==> src/hw/slc_pkg.sv <==
// Constants and types of the synthesizer loop configuration register bank.
// Assumes an AXI4-Lite master with 32-bit data on the same clock.
package slc_pkg;

  // ****************************************************************
  // Register indices; the byte address is four times the index.
  // ****************************************************************
  localparam logic [5:0] IDX_EXT_PUMP_UP_WORD     = 6'h29;
  localparam logic [5:0] IDX_EXT_PUMP_POLARITY    = 6'h2a;
  localparam logic [5:0] IDX_OSC_CORE_PRESELECT   = 6'h2e;
  localparam logic [5:0] IDX_MODULATOR_DITHER     = 6'h2f;

  // ****************************************************************
  // Values after reset.
  // ****************************************************************
  localparam logic [15:0] RST_EXT_PUMP_UP_WORD    = 16'h0810;
  localparam logic [15:0] RST_EXT_PUMP_POLARITY   = 16'h0210;
  localparam logic [15:0] RST_OSC_CORE_PRESELECT  = 16'h001a;
  localparam logic [15:0] RST_MODULATOR_DITHER    = 16'h0000;

  // ****************************************************************
  // Field positions.
  // ****************************************************************
  localparam int DITHER_LSB       = 13;
  localparam int PRESET_EN_BIT    = 2;
  localparam int CORE_CHOICE_LSB  = 0;
  localparam int EXT_POL_BIT      = 5;
  localparam int EXT_DOWN_LSB     = 0;
  localparam int EXT_UP_LSB       = 7;

  // ****************************************************************
  // Bus responses.
  // ****************************************************************
  localparam logic [1:0] RESP_OKAY   = 2'h0;
  localparam logic [1:0] RESP_SLVERR = 2'h2;

  typedef enum logic [1:0] {
    DITHER_OFF    = 2'h0,
    DITHER_WEAK   = 2'h1,
    DITHER_MEDIUM = 2'h2,
    DITHER_STRONG = 2'h3
  } slc_dither_e;

  typedef enum logic [1:0] {
    LOW_BAND_CORE  = 2'h0,
    MID_BAND_CORE  = 2'h1,
    HIGH_BAND_CORE = 2'h2,
    CORE_UNUSED    = 2'h3
  } slc_core_e;

  // Control words handed to the analog loop.
  typedef struct packed {
    slc_dither_e ditherLevel;
    logic        corePresetEnable;
    slc_core_e   startCoreChoice;
    logic        extPumpPolarity;
    logic [4:0]  extPumpDownCurrent;
    logic [4:0]  extPumpUpCurrent;
    logic [5:0]  extPumpTotalCurrent;
  } slc_loop_ctrl_s;

  // Loop controls while reset is held; they match the reset words.
  localparam slc_loop_ctrl_s RST_LOOP_CTRL = '{
    ditherLevel:         DITHER_OFF,
    corePresetEnable:    1'b0,
    startCoreChoice:     HIGH_BAND_CORE,
    extPumpPolarity:     1'b0,
    extPumpDownCurrent:  5'h10,
    extPumpUpCurrent:    5'h10,
    extPumpTotalCurrent: 6'h20
  };

endpackage
==> src/hw/slc_config_regs.sv <==
// Register bank holding the synthesizer loop configuration words.
// Assumes one AXI4-Lite master on clk; outputs feed the analog loop.
`timescale 1ns/10ps

module slc_config_regs #(
  parameter int ADDR_W = 8
) (
  input  wire logic                    clk,
  input  wire logic                    rstn,
  input  wire logic [ADDR_W-1:0]       s_axi_awaddr,
  input  wire logic                    s_axi_awvalid,
  output logic                         s_axi_awready,
  input  wire logic [31:0]             s_axi_wdata,
  input  wire logic [3:0]              s_axi_wstrb,
  input  wire logic                    s_axi_wvalid,
  output logic                         s_axi_wready,
  output logic [1:0]                   s_axi_bresp,
  output logic                         s_axi_bvalid,
  input  wire logic                    s_axi_bready,
  input  wire logic [ADDR_W-1:0]       s_axi_araddr,
  input  wire logic                    s_axi_arvalid,
  output logic                         s_axi_arready,
  output logic [31:0]                  s_axi_rdata,
  output logic [1:0]                   s_axi_rresp,
  output logic                         s_axi_rvalid,
  input  wire logic                    s_axi_rready,
  output slc_pkg::slc_loop_ctrl_s      loopCtrl
);

  // ****************************************************************
  // State.
  // ****************************************************************
  typedef struct packed {
    logic [15:0]             upWord;
    logic [15:0]             pumpWord;
    logic [15:0]             coreWord;
    logic [15:0]             ditherWord;
    logic                    awHeld;
    logic [ADDR_W-1:0]       awAddr;
    logic                    wHeld;
    logic [15:0]             wData;
    logic [1:0]              wStrb;
    logic                    awRdy;
    logic                    wRdy;
    logic                    bValid;
    logic [1:0]              bResp;
    logic                    arRdy;
    logic                    rValid;
    logic [31:0]             rData;
    logic [1:0]              rResp;
    slc_pkg::slc_loop_ctrl_s ctrl;
  } slc_state_s;

  slc_state_s st_r;
  slc_state_s st_nxt;

  // Word index of a byte address; the low two bits select a lane only.
  function automatic logic [5:0] wordIndex(input logic [ADDR_W-1:0] a);
    wordIndex = 6'(a >> 2);
  endfunction

  // True when a word index names one of the four stored words. Both the
  // write and the read path decode with it, so they never disagree on
  // which addresses answer with an error.
  function automatic logic isMapped(input logic [5:0] i);
    isMapped = (i == slc_pkg::IDX_EXT_PUMP_UP_WORD)   ||
               (i == slc_pkg::IDX_EXT_PUMP_POLARITY)  ||
               (i == slc_pkg::IDX_OSC_CORE_PRESELECT) ||
               (i == slc_pkg::IDX_MODULATOR_DITHER);
  endfunction

  // Byte-lane merge of the low half-word.
  function automatic logic [15:0] mergeLanes(input logic [15:0] old,
                                             input logic [15:0] dat,
                                             input logic [1:0]  strb);
    mergeLanes = {strb[1] ? dat[15:8] : old[15:8],
                  strb[0] ? dat[7:0]  : old[7:0]};
  endfunction

  // ****************************************************************
  // Next state.
  // ****************************************************************
  always_comb begin
    logic [5:0]  idx;
    logic        hit;
    logic [15:0] rd;
    idx    = 6'h00;
    hit    = 1'b0;
    rd     = 16'h0000;
    st_nxt = st_r;

    // Address and data may arrive in either order; each is parked.
    if (s_axi_awvalid && st_r.awRdy) begin
      st_nxt.awHeld = 1'b1;
      st_nxt.awAddr = s_axi_awaddr;
    end
    if (s_axi_wvalid && st_r.wRdy) begin
      st_nxt.wHeld = 1'b1;
      st_nxt.wData = s_axi_wdata[15:0];
      st_nxt.wStrb = s_axi_wstrb[1:0];
    end
    if (st_r.bValid && s_axi_bready) begin
      st_nxt.bValid = 1'b0;
    end

    // Commit once both halves are parked and the last answer is gone.
    // All sixteen bits are stored so that every bit reads back.
    if (st_r.awHeld && st_r.wHeld && !st_r.bValid) begin
      idx = wordIndex(st_r.awAddr);
      hit = isMapped(idx);
      case (idx)
        slc_pkg::IDX_EXT_PUMP_UP_WORD:
          st_nxt.upWord = mergeLanes(st_r.upWord, st_r.wData,
                                     st_r.wStrb);
        slc_pkg::IDX_EXT_PUMP_POLARITY:
          st_nxt.pumpWord = mergeLanes(st_r.pumpWord, st_r.wData,
                                       st_r.wStrb);
        slc_pkg::IDX_OSC_CORE_PRESELECT:
          st_nxt.coreWord = mergeLanes(st_r.coreWord, st_r.wData,
                                       st_r.wStrb);
        slc_pkg::IDX_MODULATOR_DITHER:
          st_nxt.ditherWord = mergeLanes(st_r.ditherWord, st_r.wData,
                                         st_r.wStrb);
        default:
          hit = 1'b0;
      endcase
      st_nxt.awHeld = 1'b0;
      st_nxt.wHeld  = 1'b0;
      st_nxt.bValid = 1'b1;
      st_nxt.bResp  = hit ? slc_pkg::RESP_OKAY : slc_pkg::RESP_SLVERR;
    end
    st_nxt.awRdy = !st_nxt.awHeld;
    st_nxt.wRdy  = !st_nxt.wHeld;

    // Read: one cycle from acceptance to rvalid; unmapped reads zero.
    if (st_r.rValid && s_axi_rready) begin
      st_nxt.rValid = 1'b0;
    end
    if (s_axi_arvalid && st_r.arRdy) begin
      idx = wordIndex(s_axi_araddr);
      hit = isMapped(idx);
      case (idx)
        slc_pkg::IDX_EXT_PUMP_UP_WORD:   rd = st_r.upWord;
        slc_pkg::IDX_EXT_PUMP_POLARITY:  rd = st_r.pumpWord;
        slc_pkg::IDX_OSC_CORE_PRESELECT: rd = st_r.coreWord;
        slc_pkg::IDX_MODULATOR_DITHER:   rd = st_r.ditherWord;
        default: begin
          hit = 1'b0;
          rd  = 16'h0000;
        end
      endcase
      st_nxt.rValid = 1'b1;
      st_nxt.rData  = {16'h0000, rd};
      st_nxt.rResp  = hit ? slc_pkg::RESP_OKAY : slc_pkg::RESP_SLVERR;
    end
    st_nxt.arRdy = !st_nxt.rValid;

    // Loop controls follow the committed words on the same edge.
    // Reserved bits are stored but steer nothing; keeping them at
    // their required values is up to software.
    st_nxt.ctrl.ditherLevel = slc_pkg::slc_dither_e'(
      st_nxt.ditherWord[slc_pkg::DITHER_LSB +: 2]);
    st_nxt.ctrl.corePresetEnable =
      st_nxt.coreWord[slc_pkg::PRESET_EN_BIT];
    st_nxt.ctrl.startCoreChoice = slc_pkg::slc_core_e'(
      st_nxt.coreWord[slc_pkg::CORE_CHOICE_LSB +: 2]);
    st_nxt.ctrl.extPumpPolarity =
      st_nxt.pumpWord[slc_pkg::EXT_POL_BIT];
    st_nxt.ctrl.extPumpDownCurrent =
      st_nxt.pumpWord[slc_pkg::EXT_DOWN_LSB +: 5];
    st_nxt.ctrl.extPumpUpCurrent =
      st_nxt.upWord[slc_pkg::EXT_UP_LSB +: 5];
    // Sum in 156.25 uA steps; six bits hold the worst case of 62.
    st_nxt.ctrl.extPumpTotalCurrent =
      {1'b0, st_nxt.pumpWord[slc_pkg::EXT_DOWN_LSB +: 5]} +
      {1'b0, st_nxt.upWord[slc_pkg::EXT_UP_LSB +: 5]};
  end

  // ****************************************************************
  // Registers.
  // ****************************************************************
  always_ff @(posedge clk or negedge rstn) begin
    if (!rstn) begin
      st_r            <= '0;
      st_r.upWord     <= slc_pkg::RST_EXT_PUMP_UP_WORD;
      st_r.pumpWord   <= slc_pkg::RST_EXT_PUMP_POLARITY;
      st_r.coreWord   <= slc_pkg::RST_OSC_CORE_PRESELECT;
      st_r.ditherWord <= slc_pkg::RST_MODULATOR_DITHER;
      st_r.awRdy      <= 1'b1;
      st_r.wRdy       <= 1'b1;
      st_r.arRdy      <= 1'b1;
      st_r.ctrl       <= slc_pkg::RST_LOOP_CTRL;
    end else begin
      st_r <= st_nxt;
    end
  end

  assign s_axi_awready = st_r.awRdy;
  assign s_axi_wready  = st_r.wRdy;
  assign s_axi_bvalid  = st_r.bValid;
  assign s_axi_bresp   = st_r.bResp;
  assign s_axi_arready = st_r.arRdy;
  assign s_axi_rvalid  = st_r.rValid;
  assign s_axi_rdata   = st_r.rData;
  assign s_axi_rresp   = st_r.rResp;
  assign loopCtrl      = st_r.ctrl;

endmodule // slc_config_regs

==> config.mk <==
export PLATFORM = sky130hd
export DESIGN_NAME = slc_config_regs
export DESIGN_NICKNAME = d
export VERILOG_FILES = /design/src/hw/slc_pkg.sv /design/src/hw/slc_config_regs.sv
export SDC_FILE = /design/constraint.sdc
export NUM_CORES = 1
export LEC_CHECK = 0
export BUFFER_PORTS_ARGS = -buffer_cell sky130_fd_sc_hd__buf_2
export CORE_MARGIN = 2
export CORE_UTILIZATION = 51
export CTS_BUF_LIST = sky130_fd_sc_hd__clkbuf_8
export DETAILED_ROUTE_END_ITERATION = 8
export GPL_ROUTABILITY_DRIVEN = 1
export PLACE_DENSITY_LB_ADDON = 0.12
export SYNTH_ARGS = -nofsm -noshare
export SYNTH_HDL_FRONTEND = slang
export SYNTH_SLANG_ARGS = --single-unit
==> constraint.sdc <==
create_clock -name clk -period 2.36 [get_ports clk]
set_clock_uncertainty 0.05 [all_clocks]
set_input_delay 0.472 -clock clk [delete_from_list [all_inputs] [get_ports clk]]
set_output_delay 0.472 -clock clk [all_outputs]
set_load 0.02 [all_outputs]
* Yosys cells after proc, flatten, opt, wreduce, memory -nomap -nowiden
Cells that the tools add are included.
Storage, ports and cells: logic and storage cells 94, output and inout port bits 63, bits in read-only memories 0, memories 0, bits in latches 0, register bits after elaboration 132, RAM bits 0
Operators by class: equal/unequal tests 8, bitwise gates (word level) 0, $add $sub $neg 1, multiply operators 0, divide/modulo/power cells 0, shift-type cells 0, muxes and demuxes 27, reduce and logical (&&, ||, !) cells 28, order comparisons 0
Operator list (number):
- 16-bit one-hot mux with 4 select lines | 1
- 61-bit two-way mux | 1
- 8-bit two-way mux | 7
- 6-bit == test (second input constant) | 8
- 16-bit two-way mux | 3
- 35-bit two-way mux | 1
- 3-bit AND reduction | 8
- 19-bit two-way mux | 1
- 12-bit two-way mux | 1
- 9-bit two-way mux | 1
- 4-bit OR reduction | 2
- 1-bit logical AND | 7
- 1-bit two-way mux | 7
- 5-bit by 5-bit adder with 6-bit output | 1
- 1-bit logical OR | 6
- 1-bit zero test | 4
- 2-bit two-way mux | 2
- 4-bit two-way mux | 1
- 3-bit two-way mux | 1
- 2-bit nonzero test | 1

* Logic depth before layout (Yosys ltp)
depth in word-level cells 9, mapped depth 10, gate-level depth less buffers 9

* Worst setup path after synthesis
OpenSTA, ideal clock, no wires.
path kind flip-flop to flip-flop, from reg st_r (netlist bit s_axi_bvalid), to reg st_r (netlist bit loopCtrl[4]), path buffers 1, cell stages (with the launch flop) 11, data required time 2230 ps, library setup time 80 ps, arrival 2443 ps, setup slack -213 ps, cells stage by stage dfrtp_1 > and3b_1 > and2_4 > buf_6 > nand2_2 > mux2_2 > ha_1 > fa_1 > a21o_1 > a21oi_1 > xnor2_1
RTL lines:
- from (decl) | RTL line slc_config_regs.sv:54 | slc_state_s st_r;
- from (signal assigned) | RTL line slc_config_regs.sv:194 | st_r <= st_nxt;

==> out/metrics.cfg <==
[worst_setup_path]
timing.rr.end = loopCtrl[4]$_DFF_PN0_
endpoint_kind = register
reg2reg_slack_ps = -90
cp-start-kind = register
cp.arrival_ps = 2750
rr_worst_depth = 9
required_ps = 2660
criticalPathCategory = register to register
r2r_start = st_r[88]$_DFFE_PN0P_
worstPathMaxFanout = 4

[layout]
fin_util_pct = 59.1
final_layout_size_suffix_gt1_share_pct = 54.0
diodes = 0
area_growth_pct = 13.3
nets = 539
fin_area_mm2 = 0.00638
instances_no_fill = 627

[logic_synthesis]
synthCells = 405
synth_edf_count = 0
synth_area_per_cell_um2 = 13.9
yosys_warnings = 0
ys_seq_elements = 119
ys_seq_area_share_pct = 53.1
yosysMostFrequentCell = dfrtp_1
yosys-top-cells-area = dfrtp_1, mux2_2, buf_4, dfstp_2, mux2_4
synth_mux_area_share_pct = 21.7
netlist_area_mm2 = 0.00564
synth_simple_gate_area_share_pct = 5.02
synth-compound-area-share_pct = 7.70
synth_common_cells = dfrtp_1, mux2_2, buf_4
synth_top_family_by_area = multiplexers
ys.flop_type = dfrtp_1
synth_top_area_cell = dfrtp_1
synthArstFlopShare_pct = 100
yosys.cell_types.count = 40
synth_adder_area_share_pct = 1.47
yosysTopAreaCellShare_pct = 48.0
synth_xor_xnor_area_share_pct = 0.622

[timing]
worst_pin_slew_ps = 767
drv_slew = 0
period_share_pct = 104
max_slew_margin_pct = 48.8
setup_slack_ps = -90.3
worst_hold_slack_ps = 182
fin_crit_ps = 2450
hold_viol = 0
max_freq_mhz = 408
setup_viol = 3
rsz0062_at_grt = true
setup-tns-final_ps = -185

[die]
start_util_pct = 52.2
die_y_um = 109
core_area_mm2 = 0.0108
rows = 38
io_pins = 122
die_area_mm2 = 0.0119
fp.dieW_um = 109

[power_and_ir_drop]
peakVddDrop_mv = 0.585
power_density_mw_per_mm2 = 1050
total_leakage_power_nw = 3.28
finalPower_mw = 6.70

[placed_design]
port_buffers = 81
dpl.hpwl_mm = 7.70
routabilityCongestion = 0.725
placed_area_mm2 = 0.00590
dp_slack_ps = -131
dp_cells = 587

[global_route]
grt_max_degree = 53
grt_pass1_wl_mm = 18.1
grt_overflow_total = 0
antenna_found_initial = 0
grt_usage_pct = 20.6
grt_pass1_vias = 3460

[clocking]
clock_latency_ps = 420
root_buffer = clkbuf_8
cts_max_level = 4
tritoncts = yes
cts_buffers = 17
clk_pin_slew_ps = 70
cts_sinks = 119
clock_path_buffers = 2

[route]
first_pass_iters = 5
drt_iter0_drc = 184
wl_per_cell_um = 17.8
vias = 3314
wl_mm = 11.2
drc = 0
final_antenna_net_count = 0
via_per_inst = 5.29

[flow_run]
maxCapViolations = 0

[min_path]
whs_path_depth = 2
hold_end = s_axi_bvalid$_DFFE_PN0P_
hold_path.startpoint = s_axi_bready
hold_class = input port to register

[outcome]
status = finished, violations left
violations = negative setup slack

cell families (layout without fill, tap and decap cells):
family	after synthesis	after routing
and+or+nand+nor	31	31
adders and majority gates	6	6
AOI/OAI and AO/OA	59	59
muxes	105	105
DFF	119	119
buffers and inverters	80	145
other	1	18
xor gates and xnor gates	4	4
worst max-delay path by stage:
stage	startpoint	to	slack, ps	cells past startpoint
after global placement	st_r[88]$_DFFE_PN0P_	loopCtrl[3]$_DFF_PN0_	-100	9
after global routing	st_r[88]$_DFFE_PN0P_	loopCtrl[4]$_DFF_PN0_	-170	9
after detailed placement	st_r[88]$_DFFE_PN0P_	loopCtrl[3]$_DFF_PN0_	-130	9
after CTS	st_r[88]$_DFFE_PN0P_	loopCtrl[4]$_DFF_PN0_	-90	9
final	st_r[88]$_DFFE_PN0P_	loopCtrl[4]$_DFF_PN0_	-90	9
after floorplan	st_r[88]$_DFFE_PN0P_	loopCtrl[4]$_DFF_PN0_	-100	9
critical path: stages (launching register included):
cell and delay, ps:
dfrtp_1 380, nand3b_4 190, nor4b_4 380, nand2_4 120, mux2_4 340, ha_4 160
fa_2 330, a21o_1 170, a21oi_2 130, xnor2_1 120
layout by cell type, fill, tap and decap left out, drive strengths merged, types with 4 or more instances in the layout:
cell / instances
o22ai: 15
clkinv: 4
dfrtp: 108
and2: 4
mux2i: 16
o21ai: 5
a21oi: 4
dfstp: 11
buf: 106
clkbuf: 19
inv: 10
a22oi: 16
nand2: 10
ha: 5
a22o: 16
mux2: 89
conb: 18
layout make-up:
cell class	instances	area, um2
fillers	909	4410
repair buffers	107	631
inverters	6	22.5
multi-input cells	223	2160
well taps	140	175
clock buffers	19	262
clock inverters	13	140
flip-flops and latches	119	2990
per-layer routing:
layer  vias up  global-route usage [%]  part of all wire, %
met4         0                    6.87                  1.3
met2       103                    32.9                   48
met3        12                    5.08                  5.6
met1      1681                    27.7                   45
met5         -                       0                    0
li1       1518                       -                    -
repair_timing:
action	CTS	global route
resized for setup	2	3
buffers inserted	2	5
endpoints found under the setup margin	4	4
pin swaps	3	4
hold endpoints to repair	25	0
hold buffers	1	0
power by group:
| part | switching (mW) | leakage (nW) | total, mW | internal (mW) |
|---|---|---|---|---|
| combinational | 0.778 | 1.52 | 1.66 | 0.883 |
| clock | 0.783 | 0.216 | 1.86 | 1.08 |
| sequential | 0.495 | 1.55 | 3.18 | 2.68 |
| total | 2.06 | 3.28 | 6.70 | 4.64 |
state kept, by name, summed over array words and instances, names as in the netlist:
register       cells
st_r              85
s_axi_awready      1
loopCtrl          11
s_axi_wready       1
s_axi_rresp        1
s_axi_arready      1
s_axi_bvalid       1
s_axi_rdata       16
s_axi_bresp        1
s_axi_rvalid       1
(Power assumes the default switching activity.)
